<file path="src/gbt_pkg.sv">
// Purpose: Shared constants for the blanking and turn-off configuration bank.
// Assumes: One clock, synchronous active-low reset.
// Notes:   Register words are 16 bits; bit 1 flags the last message, bit 0 is odd parity.
package gbt_pkg;
  localparam logic [7:0]  GBT_OFS_OVERCURRENT_BLANKING = 8'h19;
  localparam logic [7:0]  GBT_OFS_REGULAR_TURNOFF      = 8'h1a;
  localparam logic [7:0]  GBT_OFS_SAFE_TURNOFF         = 8'h1b;
  localparam logic [15:0] GBT_RST_OVERCURRENT_BLANKING = 16'h0001;
  localparam logic [15:0] GBT_RST_REGULAR_TURNOFF      = 16'h0001;
  localparam logic [15:0] GBT_RST_SAFE_TURNOFF         = 16'h2000;
  localparam int          GBT_COUNT_HI                 = 15;
  localparam int          GBT_COUNT_LO                 = 8;
  localparam int          GBT_LEVEL_HI                 = 7;
  localparam int          GBT_LEVEL_LO                 = 4;
  localparam int          GBT_LMI_BIT                  = 1;
  localparam int          GBT_PARITY_BIT               = 0;
  localparam logic [7:0]  GBT_BLANK_MAX                = 8'h2f;
  localparam logic [7:0]  GBT_REGULAR_MIN              = 8'h02;
  localparam logic [7:0]  GBT_SAFE_MIN                 = 8'h0a;
  // Host controller register offsets, interrupt bit positions and the mode four code.
  localparam logic [3:0]  GBT_HOST_CMD                 = 4'h0;
  localparam logic [3:0]  GBT_HOST_RDATA               = 4'h1;
  localparam logic [3:0]  GBT_HOST_STATUS              = 4'h2;
  localparam logic [3:0]  GBT_HOST_IRQ_STATUS          = 4'h3;
  localparam logic [3:0]  GBT_HOST_IRQ_MASK            = 4'h4;
  localparam logic [3:0]  GBT_HOST_MODE                = 4'h5;
  localparam logic [3:0]  GBT_HOST_REGULAR_LEVEL       = 4'h6;
  localparam int          GBT_IRQ_DONE_BIT             = 0;
  localparam int          GBT_IRQ_REFUSED_BIT          = 1;
  localparam int          GBT_IRQ_INVALID_BIT          = 2;
  localparam logic [2:0]  GBT_MODE_FOUR                = 3'h4;
endpackage : gbt_pkg

</file>
<file path="src/gbt_link_if.sv">
// Purpose: Register message link between host controller and configuration bank.
// Assumes: One clock; a request is a one-cycle strobe, the answer stands the next cycle.
// Notes:   No clocking block.
`timescale 1ns/1ps
`default_nettype none
interface gbt_link_if;
  logic        req;
  logic        wr;
  logic [7:0]  addr;
  logic [15:0] wdata;
  logic        rvalid;
  logic [15:0] rdata;
  modport device (input req, input wr, input addr, input wdata, output rvalid, output rdata);
  modport host   (output req, output wr, output addr, output wdata, input rvalid, input rdata);
endinterface : gbt_link_if
`default_nettype wire

</file>
<file path="src/gbt_parity_word.sv">
// Purpose: Inserts the message flag and the odd-parity bit into a register word.
// Assumes: Upper 14 bits already hold the register contents.
// Notes:   Purely combinational.
`timescale 1ns/1ps
`default_nettype none
module gbt_parity_word
  import gbt_pkg::*;
(
  input  wire logic [15:0] body_in,
  input  wire logic        invalid_in,
  output logic [15:0]      word_out
);
  always_comb begin
    word_out                 = body_in;
    word_out[GBT_LMI_BIT]    = invalid_in;
    word_out[GBT_PARITY_BIT] = 1'b0;
    word_out[GBT_PARITY_BIT] = ~(^word_out);
  end
endmodule : gbt_parity_word
`default_nettype wire

</file>
<file path="src/gbt_device.sv">
// Purpose: Configuration bank for overcurrent blanking and two-level turn-off.
// Assumes: Host keeps the field limits; writes take one cycle, reads answer one cycle later.
// Notes:   Unknown offsets are discarded and flagged in the word returned by the next message, if that message is a read.
// Notes on behaviour
// - Blanking count from bits 15:8, oscillator cycles.
// - Zero blanking count disables blanking generation.
// - Host keeps blanking count at most 2F.
// - Bit 1 flags last message discarded.
// - Bit 0 makes every word odd parity.
// - Regular turn-off delay from bits 15:8.
// - Zero regular delay skips two-level turn-off.
// - Host programs regular delay at least 2.
// - Safe delay bits 15:8; zero disables it.
// - Host programs safe delay at least A.
// - Host should zero safe delay, modes five/six; host does not check it.
// - Mode four: safe delay above regular delay.
// - Safe plateau level bits 7:4, same coding.
// - Mode four: safe level not above regular.
`timescale 1ns/1ps
`default_nettype none
module gbt_device
  import gbt_pkg::*;
(
  input  wire logic   sys_clk_in,
  input  wire logic   rst_n_in,
  gbt_link_if.device  link,
  output logic [7:0]  overcurrent_blank_count_out,
  output logic        overcurrent_blank_enable_out,
  output logic [7:0]  regular_turnoff_delay_count_out,
  output logic        regular_two_level_enable_out,
  output logic [7:0]  safe_turnoff_delay_count_out,
  output logic        safe_two_level_enable_out,
  output logic [3:0]  safe_turnoff_plateau_level_out
);
  typedef struct packed {
    logic [7:0]  blank;
    logic [7:0]  regular;
    logic [7:0]  safe;
    logic [3:0]  level;
    logic        invalid;
    logic        rvalid;
    logic [15:0] rdata;
  } gbt_dev_state_t;

  gbt_dev_state_t state_reg;
  gbt_dev_state_t state_next;
  logic [15:0]    body;
  logic [15:0]    word;
  logic           known;

  always_comb begin
    known = 1'b1;
    case (link.addr)
      GBT_OFS_OVERCURRENT_BLANKING: body = {state_reg.blank, 8'h00};
      GBT_OFS_REGULAR_TURNOFF:      body = {state_reg.regular, 8'h00};
      GBT_OFS_SAFE_TURNOFF:         body = {state_reg.safe, state_reg.level, 4'h0};
      default: begin
        body  = 16'h0000;
        known = 1'b0;
      end
    endcase
  end

  gbt_parity_word u_parity (
    .body_in    (body),
    .invalid_in (state_reg.invalid),
    .word_out   (word)
  );

  always_comb begin
    state_next        = state_reg;
    state_next.rvalid = 1'b0;
    if (link.req) begin
      state_next.invalid = ~known;
      if (!link.wr) begin
        state_next.rvalid = 1'b1;
        state_next.rdata  = word;
      end else if (known) begin
        case (link.addr)
          GBT_OFS_OVERCURRENT_BLANKING: state_next.blank = link.wdata[GBT_COUNT_HI:GBT_COUNT_LO];
          GBT_OFS_REGULAR_TURNOFF:      state_next.regular = link.wdata[GBT_COUNT_HI:GBT_COUNT_LO];
          GBT_OFS_SAFE_TURNOFF: begin
            state_next.safe  = link.wdata[GBT_COUNT_HI:GBT_COUNT_LO];
            state_next.level = link.wdata[GBT_LEVEL_HI:GBT_LEVEL_LO];
          end
          default: state_next.invalid = 1'b1;
        endcase
      end
    end
  end

  always_ff @(posedge sys_clk_in) begin
    if (!rst_n_in) begin
      state_reg.blank   <= GBT_RST_OVERCURRENT_BLANKING[GBT_COUNT_HI:GBT_COUNT_LO];
      state_reg.regular <= GBT_RST_REGULAR_TURNOFF[GBT_COUNT_HI:GBT_COUNT_LO];
      state_reg.safe    <= GBT_RST_SAFE_TURNOFF[GBT_COUNT_HI:GBT_COUNT_LO];
      state_reg.level   <= GBT_RST_SAFE_TURNOFF[GBT_LEVEL_HI:GBT_LEVEL_LO];
      state_reg.invalid <= 1'b0;
      state_reg.rvalid  <= 1'b0;
      state_reg.rdata   <= 16'h0000;
    end else begin
      state_reg <= state_next;
    end
  end

  logic [7:0] blank_q;
  logic [7:0] regular_q;
  logic [7:0] safe_q;
  logic [3:0] level_q;
  always_ff @(posedge sys_clk_in) begin
    if (!rst_n_in) begin
      blank_q   <= GBT_RST_OVERCURRENT_BLANKING[GBT_COUNT_HI:GBT_COUNT_LO];
      regular_q <= GBT_RST_REGULAR_TURNOFF[GBT_COUNT_HI:GBT_COUNT_LO];
      safe_q    <= GBT_RST_SAFE_TURNOFF[GBT_COUNT_HI:GBT_COUNT_LO];
      level_q   <= GBT_RST_SAFE_TURNOFF[GBT_LEVEL_HI:GBT_LEVEL_LO];
      overcurrent_blank_enable_out <= (GBT_RST_OVERCURRENT_BLANKING[GBT_COUNT_HI:GBT_COUNT_LO] != 8'h00);
      regular_two_level_enable_out <= (GBT_RST_REGULAR_TURNOFF[GBT_COUNT_HI:GBT_COUNT_LO] != 8'h00);
      safe_two_level_enable_out    <= (GBT_RST_SAFE_TURNOFF[GBT_COUNT_HI:GBT_COUNT_LO] != 8'h00);
    end else begin
      blank_q   <= state_next.blank;
      regular_q <= state_next.regular;
      safe_q    <= state_next.safe;
      level_q   <= state_next.level;
      overcurrent_blank_enable_out <= (state_next.blank != 8'h00);
      regular_two_level_enable_out <= (state_next.regular != 8'h00);
      safe_two_level_enable_out    <= (state_next.safe != 8'h00);
    end
  end

  assign overcurrent_blank_count_out     = blank_q;
  assign regular_turnoff_delay_count_out = regular_q;
  assign safe_turnoff_delay_count_out    = safe_q;
  assign safe_turnoff_plateau_level_out  = level_q;
  assign link.rvalid                     = state_reg.rvalid;
  assign link.rdata                      = state_reg.rdata;
endmodule : gbt_device
`default_nettype wire

</file>
<file path="src/flat_wrapper.sv">
// flat-port wrapper written by rule: the top's interface ports become plain ports
module gbt_device_flat import gbt_pkg::*;
  (sys_clk_in, rst_n_in, overcurrent_blank_count_out, overcurrent_blank_enable_out, regular_turnoff_delay_count_out, regular_two_level_enable_out, safe_turnoff_delay_count_out, safe_two_level_enable_out, safe_turnoff_plateau_level_out, link_req, link_wr, link_addr, link_wdata, link_rvalid, link_rdata);
  gbt_link_if link_i ();
  input  wire logic sys_clk_in;
  input  wire logic rst_n_in;
  output logic [7:0] overcurrent_blank_count_out;
  output logic overcurrent_blank_enable_out;
  output logic [7:0] regular_turnoff_delay_count_out;
  output logic regular_two_level_enable_out;
  output logic [7:0] safe_turnoff_delay_count_out;
  output logic safe_two_level_enable_out;
  output logic [3:0] safe_turnoff_plateau_level_out;
  input wire logic [$bits(link_i.req)-1:0] link_req;
  input wire logic [$bits(link_i.wr)-1:0] link_wr;
  input wire logic [$bits(link_i.addr)-1:0] link_addr;
  input wire logic [$bits(link_i.wdata)-1:0] link_wdata;
  output wire logic [$bits(link_i.rvalid)-1:0] link_rvalid;
  output wire logic [$bits(link_i.rdata)-1:0] link_rdata;
  assign link_i.req = link_req;
  assign link_i.wr = link_wr;
  assign link_i.addr = link_addr;
  assign link_i.wdata = link_wdata;
  assign link_rvalid = link_i.rvalid;
  assign link_rdata = link_i.rdata;
  gbt_device u_core (.sys_clk_in(sys_clk_in), .rst_n_in(rst_n_in), .link(link_i), .overcurrent_blank_count_out(overcurrent_blank_count_out), .overcurrent_blank_enable_out(overcurrent_blank_enable_out), .regular_turnoff_delay_count_out(regular_turnoff_delay_count_out), .regular_two_level_enable_out(regular_two_level_enable_out), .safe_turnoff_delay_count_out(safe_turnoff_delay_count_out), .safe_two_level_enable_out(safe_two_level_enable_out), .safe_turnoff_plateau_level_out(safe_turnoff_plateau_level_out));
endmodule
</file>
<file path="config.mk">
export PLATFORM = sky130hd
export DESIGN_NAME = gbt_device_flat
export DESIGN_NICKNAME = d
export VERILOG_FILES = /design/src/gbt_pkg.sv /design/src/gbt_link_if.sv /design/src/gbt_parity_word.sv /design/src/gbt_device.sv /design/src/flat_wrapper.sv
export SDC_FILE = /design/constraint.sdc
export NUM_CORES = 1
export LEC_CHECK = 0
export BUFFER_PORTS_ARGS = -buffer_cell sky130_fd_sc_hd__buf_2
export CELL_PAD_IN_SITES_DETAIL_PLACEMENT = 0
export CELL_PAD_IN_SITES_GLOBAL_PLACEMENT = 2
export CORE_ASPECT_RATIO = 1.5
export CORE_MARGIN = 8
export CORE_UTILIZATION = 27
export CTS_CLUSTER_DIAMETER = 120
export DETAILED_ROUTE_END_ITERATION = 16
export PLACE_DENSITY = 0.78
export SETUP_SLACK_MARGIN = 0.2
export SLEW_MARGIN = 20
export SYNTH_ARGS = -nofsm -noshare
export SYNTH_HDL_FRONTEND = slang
export SYNTH_SLANG_ARGS = --single-unit
</file>
<file path="constraint.sdc">
create_clock -name sys_clk_in -period 3.1 [get_ports sys_clk_in]
set_input_delay 0.62 -clock sys_clk_in [delete_from_list [all_inputs] [get_ports sys_clk_in]]
set_output_delay 0.62 -clock sys_clk_in [all_outputs]
set_load 0.01 [all_outputs]
</file>
# Word level (Yosys, flattened, before mapping)

Index checks and enable logic that the tools add are counted.

Flip-flop bits (word level): 49
Latch bits: 0
Memory bits (writable): 0
ROM bits: 0
Input port bits: 28
Word-level logic and storage cells: 34
Memories kept: 0

Add/sub/neg operators: 0
Multiply operators: 0
Divide/modulo/power cells: 0
Magnitude comparators: 0
Equality and inequality tests: 3
Shifts and indexed selects: 0
Muxes and demuxes: 10
Bitwise logic cells: 3
Reduce and logical (&&, ||, !) cells: 8

Operators by type and width:

| cell                                                            | count |
|---|---|
| 29-bit two-way mux                                              | 2 |
| 16-bit one-hot mux with 3 select lines                          | 1 |
| 46-bit two-way mux                                              | 1 |
| 8-bit by 5-bit == test with 1-bit output, second input constant | 3 |
| 8-bit nonzero test                                              | 3 |
| 17-bit two-way mux                                              | 1 |
| 8-bit two-way mux                                               | 2 |
| 16-bit XOR reduction                                            | 1 |
| 12-bit two-way mux                                              | 1 |
| 2-bit AND reduction                                             | 2 |
| 4-bit AND reduction                                             | 1 |
| 1-bit inverter                                                  | 3 |
| 3-bit OR reduction                                              | 1 |
| 1-bit two-way mux                                               | 2 |

# Depth between registers and ports, before layout

Gate-level depths: netlist of the first run.

Depth after elaboration: 9
Gate-level depth with buffers: 8
Mapped depth without buffers: 7

# Hierarchy

From an unflattened synthesis of the first run, not the netlist that was laid out.

Cells, all modules: 316
Area, all modules: 2750.1 µm²

Modules (own cells, without submodules):

| module          | times used | cells an instance | area an instance (µm²) |
|---|---|---|---|
| gbt_device      | 1          | 290               | 2499.9 |
| gbt_parity_word | 1          | 26                | 250.2 |

# Worst setup path after synthesis of the first run

OpenSTA, ideal clock, no wires.

Kind: input port to flip-flop
From: input link_addr[7]
To: register u_core.overcurrent_blank_enable_out
Setup time: 0.126 ns
Arrival: 2.281 ns
Data required time: 2.974 ns
Setup slack: 0.694 ns
Cell stages on the path: 7
Buffers on the path: 1
Cell sequence: or4b_4 nor3b_4 nand3_2 or3b_1 buf_6 o21ai_2 nor2_2

Word-level cells in the longest chain between the ends: 7

Ends and longest elaborated chain:

| what                                                               | RTL line                           | source |
|---|---|---|
| from (decl)                                                        | flat_wrapper.sv:16                 | `input wire logic [$bits(link_i.addr)-1:0] link_addr;` |
| 8-bit by 5-bit == test with 1-bit output, on equally long branches | gbt_device.sv:53, gbt_device.sv:79 |  |
| 3-bit OR reduction (no line)                                       | -                                  |  |
| 1-bit two-way mux                                                  | gbt_device.sv:53                   | `case (link.addr)` |
| 29-bit two-way mux *                                               | gbt_device.sv:78                   | `end else if (known) begin` |
| 29-bit two-way mux *                                               | gbt_device.sv:75                   | `if (!link.wr) begin` |
| 46-bit two-way mux *                                               | gbt_device.sv:73                   | `if (link.req) begin` |
| 8-bit nonzero test *                                               | gbt_device.sv:124                  | `overcurrent_blank_enable_out <= (state_next.blank != 8'h00);` |
| to (signal assigned)                                               | gbt_device.sv:116                  | `overcurrent_blank_enable_out <= (GBT_RST_OVERCURRENT_BLANKING[GBT_COUNT_HI:GBT_COUNT_LO] != 8'h00);` |
| to (signal assigned)                                               | gbt_device.sv:124                  |  |
| to (decl)                                                          | gbt_device.sv:28                   | `output logic overcurrent_blank_enable_out,` |

Every way passes the cells marked *; elsewhere a longest branch is shown, timed or not. The select of a mux whose other input is x is not followed.
A chain may end at the register's enable or synchronous reset.

# Worst setup path after layout of the first run

From: input link_addr[7]
To: register u_core.safe_two_level_enable_out

Word-level cells in the longest chain between the ends: 7

Ends and longest elaborated chain:

| what                                                               | RTL line                           | source |
|---|---|---|
| 8-bit by 5-bit == test with 1-bit output, on equally long branches | gbt_device.sv:53, gbt_device.sv:79 |  |
| 3-bit OR reduction (no line)                                       | -                                  |  |
| 1-bit two-way mux                                                  | gbt_device.sv:53                   |  |
| 29-bit two-way mux *                                               | gbt_device.sv:78                   |  |
| 29-bit two-way mux *                                               | gbt_device.sv:75                   |  |
| 46-bit two-way mux *                                               | gbt_device.sv:73                   |  |
| 8-bit nonzero test *                                               | gbt_device.sv:126                  | `safe_two_level_enable_out <= (state_next.safe != 8'h00);` |
| to (signal assigned)                                               | gbt_device.sv:118                  | `safe_two_level_enable_out <= (GBT_RST_SAFE_TURNOFF[GBT_COUNT_HI:GBT_COUNT_LO] != 8'h00);` |
| to (signal assigned)                                               | gbt_device.sv:126                  |  |
| to (decl)                                                          | gbt_device.sv:32                   | `output logic safe_two_level_enable_out,` |

Marks and branches as above.

==> metrics.cfg, run 1 <==
[outcome]
status = complete, no violations

[floorplanning]
die_y_microns = 123
initial_utilization_pct = 27.6
die_w_microns = 87.6
die-area_sq_um = 10800
core.rowCount = 39
ios = 76
fp.coreArea_sq_um = 7510

[power_and_ir_drop]
power.leakage_nw = 1.13
switchingPower_mw = 0.273
seqPwrFrac_pct = 44.5
share_comb_of_total_power_pct = 5.0
swShare_pct = 20.0
p_int_mw = 1.09
p_per_area_nw_per_um2 = 507
pwr-share-clk_pct = 50.4
peakVddDrop_mv = 0.224

[synth]
yosys.area.top_type = dfxtp_1
synth.distinct_cells = 34
syn_avg_cell_area_sq_um = 8.43
ys_top_cells_by_count = nand2_1, dfxtp_1, a21oi_1
ys.warnings.count = 0
synthArstFlopShare_pct = 0
synth-edff-count = 0
synth_seq_cells = 47
netlist_top_cells_area = dfxtp_1, nand2_1, a21oi_1
yosys.area.top_type_share_pct = 45.4
synthesis.area_sq_um = 2070
synth.yosys.seq_area_share_pct = 45.4
synthCells = 246
yosysMostFrequentCell = nand2_1
ys.flop_type = dfxtp_1

[final_layout]
largest_reg_flops = 14
syn2layout_area_growth_pct = 29.9
finalNetCount = 340
postLayoutCellArea_sq_um = 2700
final_util_pct = 35.9
diodes = 0
fill_cells = 823
drive_gt1_share_pct = 31.0
layoutNonFillerInstCount = 415
regArea_sq_um = 941
multi_input_area_sq_um = 1050

[placed_design]
dpl-instance-area_sq_um = 2510
dp.cells = 407
io_buffer_count = 69
hpwl_microns = 5210
gp_congestion = 0.810

[min_path]
hold_path.class = reg -> reg

[clocking]
cts_tree = yes
cts.clk_slew.worst_paths_ns = 0.07
cts_made_buffers = 5
cts-root-buf = clkbuf_16
cts_resized = 0
cts_hold_buf = 0
clk_latency_ns = 0.29
h-tree-depth = 2
cts_sinks = 47
clockBufferDepth = 2
cts_setup_buffers = 0

[worst_setup_path]
start_kind = input pin
critPathBufInv = 1
path_cells = buf_2 > or4b_4 > nor3b_4 > nand3_1 > or2_1 > o21ai_0 > nand2_1
crit_path_top_delay_cell = or4b_4
crit_family = simple AND/OR/NAND/NOR gates
worst_ep_arrival_time_ns = 2.66
required_ns = 3.28
cp-end-kind = register
critPathMaxFanout = 14
critical_path.max_stage_delay_ns = 0.54
critPathKind = in -> reg

[detailed_routing]
drc_errors = 0
firstDrtPassIters = 4
wl_per_cell_microns = 16.3
ant_nets = 0
wirelength_microns = 6760
vias = 1968
drtIter0Drc = 93
via_per_inst = 4.74

[global_routing]
grt_pass1_vias = 2027
grt_pass1_wl_microns = 10900
grt_max_degree = 25
antenna_found_initial = 0
track_usage_pct = 13.0
grt-ovfl-total = 0

[job]
drv_cap = 0

[timing]
tightest_slew_ns = 0.670
setup_viol = 0
slew_viol_final = 0
rsz0062_at_grt = false
finClkSkew_ns = 0.00709
timing.final.crit_period_ns = 2.48
final_hold_viol_count = 0
slew-limit-headroom_pct = 55.3
fmax_mhz = 403
finalCritPeriodShare_pct = 80.1
final.setup.tns_ns = 0

-- power groups by stage --
stage / Combinational [mW] / Sequential [mW] / Clock (mW)
after floorplan: 0.0343 / 0.623 / 0
after global placement: 0.0691 / 0.622 / 0
after detailed placement: 0.0697 / 0.622 / 0
after CTS: 0.0699 / 0.609 / 0.700
after global routing: 0.0760 / 0.608 / 0.728
final: 0.0690 / 0.609 / 0.690
-- routing by layer --
metal / GRT usage (%) / part of all wire (%) / vias to the layer above
met2: 22.5 / 51 / 55
met5: 0 / 0 / -
met3: 3.46 / 7.2 / 9
li1: - / - / 986
met1: 14.3 / 40 / 918
met4: 5.95 / 2.0 / 0
-- path summary, 6_finish.rpt --
| path | start | endpoint | slack [ns] | cells past startpoint |
|---|---|---|---|---|
| worst max-delay path | link_addr[7] | u_core.safe_two_level_enable_out | 0.62 | 7 |
| worst min-delay path | u_core.state_reg[45] | u_core.state_reg[45] | 0.49 | 2 |
| worst max register to register | u_core.state_reg[43] | u_core.link.rdata[0] | 1.29 | 7 |
| worst min register to register | u_core.state_reg[45] | u_core.state_reg[45] | 0.49 | 2 |
-- kinds of logic (layout without fill, tap and decap cells) --
kind of cell	count (synthesis)	count (layout)	synth area share (%)
and+or+nand+nor	108	108	24.9
muxes	9	9	4.83
DFF	47	47	45.4
xor gates and xnor gates	10	10	4.22
AOI/OAI and AO/OA	54	54	16.5
other	1	2	0.181
buffers and inverters	17	83	3.98
-- cells in the final DEF, fill, tap and decap left out, types with 2 or more instances in the layout --
cell,synthesis,routed
xnor2_1,6,6
nand3_2,2,2
nand4_1,2,2
bufinv_16,0,2
buf_4,2,4
nand2_1,60,60
nor4_1,8,8
a21oi_1,28,28
o21ai_0,3,3
xor2_1,4,4
nor3b_2,2,2
buf_2,3,69
conb_1,1,2
clkbuf_16,0,5
nor2b_1,2,2
nand3_1,7,7
a22oi_1,12,12
mux2_2,8,8
dfxtp_1,47,47
a22o_1,8,8
nor2_1,18,18
-- per-stage QoR --
step | setup WS [ns] | hold slack (ns) | total power, mW
detailed placement | 0.324 | 0.477 | 0.692
finish | 0.618 | 0.490 | 1.37
floorplan | 0.694 | 0.497 | 0.658
CTS | 0.634 | 0.488 | 1.38
global route | 0.492 | 0.514 | 1.41
global placement | 0.345 | 0.472 | 0.692
-- layout make-up --
| type | count | share of cell area, % |
|---|---|---|
| clock buffer | 6 | 4.78 |
| clock inverter | 2 | 2.23 |
| inverter | 2 | 0.279 |
| multi-input combinational | 183 | 39.1 |
| sequential | 47 | 34.9 |
| tap | 102 | 4.74 |
| timing repair buffer | 73 | 13.9 |
-- worst register-to-register path, cell delays in order, from the launching register on --
cell and delay (ns):
dfxtp_1 0.35, mux2_2 0.30, a22o_1 0.21, xor2_1 0.17, xnor2_1 0.26, nand3_1 0.13
nor2b_1 0.16, o211ai_1 0.16
Note: power is estimated with default switching activity, not from simulation.
==> run 2, diff against run 1 <==
ABC_AREA = 1   (was default)
CORE_UTILIZATION = 24   (was 27)
PLACE_DENSITY = 0.75   (was 0.78)
clock period = 2.1 ns   (was 3.1 ns; I/O delays follow)
==> run 2 against run 1 <==
Clock-buffer cell count stayed put. Sequential share of layout area is 5.1 points lower. Synthesized area is 13% higher. Synthesized cell count is 39% higher. Combinational power is 120% higher. Via count is 23% higher. Routed wire length is 13% higher. Critical path depth is 5 higher. Total power is 39% higher. Design area is 17% higher. Global-route usage is 1.5 points lower. First-iteration DRC count is 47% higher. Critical endpoint unchanged. Largest power group is now sequential cells. Highest routed layer unchanged.
==> metrics.cfg, run 2 <==
[clocking]
cts_made_buffers = 5  ; unchanged
cts-root-buf = clkbuf_16
cts_tree = yes
cts_sinks = 47  ; unchanged
h-tree-depth = 2  ; unchanged
cts.clk_slew.worst_paths_ns = 0.07  ; about the same
clockBufferDepth = 2  ; unchanged
cts_hold_buf = 0  ; unchanged
clk_latency_ns = 0.29  ; about the same

[floorplanning]
die_w_microns = 96.8  ; +11%
die_y_microns = 137  ; +11%
core.rowCount = 44  ; +13%
initial_utilization_pct = 24.4  ; -3.2 points
ios = 76  ; unchanged
die-area_sq_um = 13300  ; +23%
fp.coreArea_sq_um = 9630  ; +28%

[worst_setup_path]
required_ns = 2.24  ; -1.04 ns
path_cells = buf_2 > inv_1 > nand2_2 > nor2_8 > nand2_4 > clkinv_2 > nand2_1 > buf_12 > a21oi_1 > nand2_1 > nor3_1 > nand4_1
critPathMaxFanout = 14  ; unchanged
cp-end-kind = register
crit_top_cell = nand2_1
worst_ep_arrival_time_ns = 1.88  ; -0.78 ns
crit_path_top_delay_cell = a21oi_1
start_kind = input pin
critPathKind = in -> reg
critical_path.max_stage_delay_ns = 0.23  ; -0.31 ns

[synth]
synthCells = 342  ; +39%
synthArstFlopShare_pct = 0  ; unchanged
synth.distinct_cells = 25  ; -26%
synth-edff-count = 0  ; unchanged
yosysMostFrequentCell = nand2_1
synth.yosys.seq_area_share_pct = 40.0  ; -5.3 points
ys.flop_type = dfxtp_1
yosys.area.top_type_share_pct = 40.0  ; -5.3 points
synth_seq_cells = 47  ; unchanged
syn_avg_cell_area_sq_um = 6.87  ; -18%
netlist_top_cells_area = dfxtp_1, nand2_1, nor2_1
synthesis.area_sq_um = 2350  ; +13%
yosys.area.top_type = dfxtp_1
ys.warnings.count = 0  ; unchanged
ys_top_cells_by_count = nand2_1, dfxtp_1, nor2_1

[detailed_routing]
ant_nets = 0  ; unchanged
wirelength_microns = 7620  ; +13%
via_per_inst = 4.42  ; -6.9%
wl_per_cell_microns = 13.9  ; -14%
drc_errors = 0  ; unchanged
firstDrtPassIters = 4  ; unchanged
vias = 2416  ; +23%
drtIter0Drc = 137  ; +47%

[final_layout]
syn2layout_area_growth_pct = 34.2
diodes = 0  ; unchanged
multi_input_area_sq_um = 1190  ; +13%
fill_cells = 1061  ; +29%
layout_common_cells = nand2_1, buf_2, dfxtp_1
final_common_cell = nand2_1
largest_reg_flops = 14  ; unchanged
drive_gt1_share_pct = 30.8  ; -0.20 points
finalNetCount = 459  ; +35%
final_util_pct = 32.8  ; -3.1 points
regArea_sq_um = 941  ; unchanged

[timing]
tightest_slew_ns = 0.524  ; -0.146 ns
timing.final.ws_setup_ns = 0.365  ; -0.253 ns
setup_viol = 0  ; unchanged
rsz0062_at_grt = true
final_hold_viol_count = 0  ; unchanged
fmax_mhz = 576
slew-limit-headroom_pct = 65.0  ; +9.7 points
finalCritPeriodShare_pct = 82.6
finClkSkew_ns = 0.00692  ; -0.000171 ns
slew_viol_final = 0  ; unchanged
worst_hold_slack_ns = 0.330  ; -0.161 ns
timing.final.crit_period_ns = 1.73
final.setup.tns_ns = 0  ; unchanged

[placed_design]
pre_cts_slack_ns = 0.0925  ; -0.231 ns
hpwl_microns = 6170  ; +18%
gp_congestion = 0.801  ; -1.1%
io_buffer_count = 69  ; unchanged

[global_routing]
antenna_found_initial = 0  ; unchanged
grt_max_degree = 29  ; +16%
track_usage_pct = 11.5  ; -1.5 points
grt_pass1_wl_microns = 12100  ; +12%
globalRouteMet3Util_pct = 2.06  ; -1.4 points
grt.busiest_layer = met2
grt_use_met2_pct = 21.2  ; -1.3 points
gr-usage-met1_pct = 11.9  ; -2.4 points
grt_pass1_vias = 2393  ; +18%
grt-ovfl-total = 0  ; unchanged

[power_and_ir_drop]
switchingPower_mw = 0.462  ; +69%
peakVddDrop_mv = 0.428  ; +91%
power.leakage_nw = 1.70  ; +51%
seqPwrFrac_pct = 48.2  ; +3.7 points
pwr-share-clk_pct = 44.0  ; -6.4 points
swShare_pct = 24.3  ; +4.3 points
share_comb_of_total_power_pct = 7.8  ; +2.8 points
p_per_area_nw_per_um2 = 603  ; +19%
p_int_mw = 1.44  ; +32%

[outcome]
status = complete, no violations

[job]
drv_cap = 0  ; unchanged

[min_path]
hold_path.class = in -> reg

[run 2: routing by layer]
metal / vias up / share of wire, %
met5: - / 0
met4: 0 / 3.9
met3: 15 / 3.6
met2: 60 / 53
met1: 1080 / 40
li1: 1261 / -
[run 2: power by group through the flow]
| stage | combinational (mW) | clock (mW) | sequential [mW] |
|---|---|---|---|
| 2_1_floorplan | 0.0735 | 0 | 0.946 |
| 3_3_place_gp | 0.146 | 0 | 0.938 |
| 3_5_place_dp | 0.148 | 0 | 0.938 |
| 4_1_cts | 0.149 | 0.864 | 0.918 |
| 5_1_grt | 0.170 | 0.895 | 0.919 |
| 6_report | 0.149 | 0.838 | 0.918 |
[run 2: final timing paths]
path / start / slack (ns) / depth (start not counted) / endpoint
worst max-delay path: link_addr[6] / 0.37 / 12 / u_core.safe_two_level_enable_out
worst min-delay path: link_wr / 0.33 / 2 / u_core.link.rvalid
worst max register to register: u_core.state_reg[45] / 0.63 / 12 / u_core.link.rdata[0]
worst min register to register: u_core.safe_turnoff_plateau_level_out[3] / 0.49 / 2 / u_core.safe_turnoff_plateau_level_out[3]
[run 2: final cells by class]
cell class	count	share of cell area, %
multi-input combinational	236	37.8
sequential	47	29.8
timing repair buffer	92	17.0
inverter	49	5.87
tap	115	4.56
clock buffer	6	4.40
clock inverter	2	0.515
[run 2: cells by family (layout without fill, tap and decap cells)]
group | after synthesis | after routing | share of synthesized area [%]
flops | 47 | 47 | 40.0
buf+inv | 60 | 149 | 10.6
other cells | 1 | 2 | 0.160
mux | 5 | 5 | 2.13
simple gates | 179 | 179 | 36.5
compound gates | 50 | 50 | 10.6
[run 2: repair_timing]
action                     in CTS  in global routing
setup buffers                   0                  1
setup endpoints to repair       0                  1
resized for setup               0                 11
[run 2: worst max-delay path: cells and delay by family]
kind | cells | cell delay [ns]
simple gates | 7 | 0.85
compound gates | 1 | 0.23
buf+inv | 4 | 0.38
[run 2: per-stage QoR]
stage | cells | total power, mW | area [sq um]
4_1_cts | 545 | 1.93 | 3110
3_3_place_gp | 537 | 1.08 | 2950
6_report | 547 | 1.90 | 3160
5_1_grt | 547 | 1.98 | 3160
3_5_place_dp | 537 | 1.09 | 2950
2_1_floorplan | 343 | 1.02 | 2350
==> run 3, diff against run 2 <==
CORE_UTILIZATION = 26   (was 24)
PLACE_DENSITY = 0.78   (was 0.75)
clock period = 1.6 ns   (was 2.1 ns; I/O delays follow)
==> run 3 against run 2 <==
Sequential cell count unchanged. Cell count rose by 4.4%. Clock skew up 0.0016 ns. Clock power up 29%. Highest routed layer unchanged. Worst hold slack lost 0.038 ns.
==> metrics.cfg, run 3 (same netlist as run 2, synthesis figures left out) <==
[outcome]
status = complete, no violations

[clocking]
cts-root-buf = clkbuf_16
cts_hold_buf = 0  ; unchanged
cts_made_buffers = 5  ; unchanged
cts.clk_slew.worst_paths_ns = 0.07  ; about the same
cts_sinks = 47  ; unchanged
clockBufferDepth = 2  ; unchanged
h-tree-depth = 2  ; unchanged
clk_latency_ns = 0.29  ; about the same
cts_tree = yes

[detailed_routing]
wl_per_cell_microns = 13.3  ; -4.6%
drtIter0Drc = 70  ; -49%
wirelength_microns = 7580  ; -0.46%
via_per_inst = 4.37  ; -1.1%
vias = 2495  ; +3.3%
drc_errors = 0  ; unchanged
firstDrtPassIters = 6  ; +2
ant_nets = 0  ; unchanged

[placed_design]
gp_congestion = 0.824  ; +2.9%
hpwl_microns = 6110  ; -0.94%
pre_cts_slack_ns = -0.343  ; -0.435 ns
io_buffer_count = 69  ; unchanged

[global_routing]
grt_pass1_wl_microns = 12200  ; +0.57%
track_usage_pct = 12.4  ; +0.98 points
grt_pass1_vias = 2505  ; +4.7%
antenna_found_initial = 0  ; unchanged
grt-ovfl-total = 0  ; unchanged
grt_max_degree = 27  ; -6.9%

[floorplanning]
die_w_microns = 93.6  ; -3.3%
fp.coreArea_sq_um = 8830  ; -8.4%
core.rowCount = 42  ; -4.5%
initial_utilization_pct = 26.6  ; +2.2 points
die-area_sq_um = 12400  ; -6.6%
die_y_microns = 132  ; -3.5%
ios = 76  ; unchanged

[timing]
slew_viol_final = 0  ; unchanged
fmax_mhz = 668
timing.final.ws_setup_ns = 0.102  ; -0.263 ns
finClkSkew_ns = 0.00847  ; +0.00156 ns
setup_viol = 0  ; unchanged
rsz0062_at_grt = true
final_hold_viol_count = 0  ; unchanged
finalCritPeriodShare_pct = 93.6
timing.final.crit_period_ns = 1.50

[min_path]
hold_path.class = in -> reg

[final_layout]
layout_common_cells = nand2_1, buf_2, dfxtp_1
largest_reg_flops = 14  ; unchanged
syn2layout_area_growth_pct = 53.1
final_common_cell = nand2_1
final_util_pct = 40.8  ; +8.0 points
finalNetCount = 488  ; +6.3%
diodes = 0  ; unchanged
drive_gt1_share_pct = 40.8  ; +10 points

[job]
drv_cap = 0  ; unchanged

[power_and_ir_drop]
power.leakage_nw = 1.88  ; +10%
p_per_area_nw_per_um2 = 701  ; +16%
peakVddDrop_mv = 0.433  ; +1.1%

[worst_setup_path]
cp-end-kind = register
critPathMaxFanout = 7  ; -7
worst_ep_arrival_time_ns = 1.69  ; -0.19 ns
critPathKind = in -> reg
start_kind = input pin
required_ns = 1.80  ; -0.44 ns

==> run 3: cell types whose count changed in the layout (fill, tap and decap cells not counted), moves of 5 or more <==
cell / delta
buf_4: +24
nand2_1: -7
o21ai_0: -6
buf_6: +5
nor2_2: +5
nor2_1: -7
==> run 3: final cells by class <==
cell class,count,area (sq um)
Clock buffer,5,125
Clock inverter,3,22.5
Fill cell,965,5230
Inverter,49,218
Multi-Input combinational cell,237,1360
Sequential cell,47,941
Tap cell,110,138
Timing Repair Buffer,120,800
==> run 3: routing by layer <==
metal	track usage [%]	part of all wire, %
met1	12.4	39
met5	0	0
met4	4.96	2.1
met3	2.60	3.7
met2	23.7	55
==> run 3: repair_timing <==
item / in CTS / in global routing
setup buffers: 2 / 2
endpoints found under the setup margin: 8 / 11
resized for setup: 34 / 21
pin swaps: 14 / 15
cloned: 1 / 0
==> run 3: final timing paths <==
| path | from | end | slack [ns] | cells past startpoint |
|---|---|---|---|---|
| min | link_wdata[4] | u_core.safe_turnoff_plateau_level_out[0] | 0.29 | 3 |
| min reg2reg | u_core.safe_turnoff_plateau_level_out[3] | u_core.safe_turnoff_plateau_level_out[3] | 0.50 | 2 |
| max reg2reg | u_core.safe_turnoff_delay_count_out[4] | u_core.link.rdata[0] | 0.19 | 12 |
| max | link_addr[2] | u_core.link.rdata[0] | 0.10 | 18 |
==> run 3: power breakdown <==
part | internal (mW) | switching, mW
clock network | 0.589 | 0.487
registers | 1.19 | 0.00999
logic | 0.101 | 0.142
==> run 3: worst max-delay path, stage by stage <==
cell	delay [ns]
buf_2	0.10
inv_2	0.05
nand2_4	0.08
nor2_8	0.20
buf_6	0.13
nand3_1	0.08
nand2_1	0.09
nor2_2	0.05
nand2_1	0.07
nand2_2	0.05
nand2_2	0.07
nand2_1	0.06
nand2_2	0.07
nand2_2	0.05
nand2_1	0.05
nand3_1	0.06
nand2_1	0.06
inv_1	0.03
==> run 3: per-stage QoR <==
step | cells | cell area [sq um] | setup TNS, ns | power (mW) | hold WS [ns]
after floorplan | 343 | 2410 | 0 | 1.35 | 0.399
after global placement | 558 | 3210 | -2.43 | 1.45 | 0.478
after detailed placement | 558 | 3210 | -2.60 | 1.45 | 0.479
after CTS | 569 | 3530 | 0 | 2.56 | 0.298
after global routing | 571 | 3600 | -0.0941 | 2.63 | 0.307
final | 571 | 3600 | 0 | 2.52 | 0.291
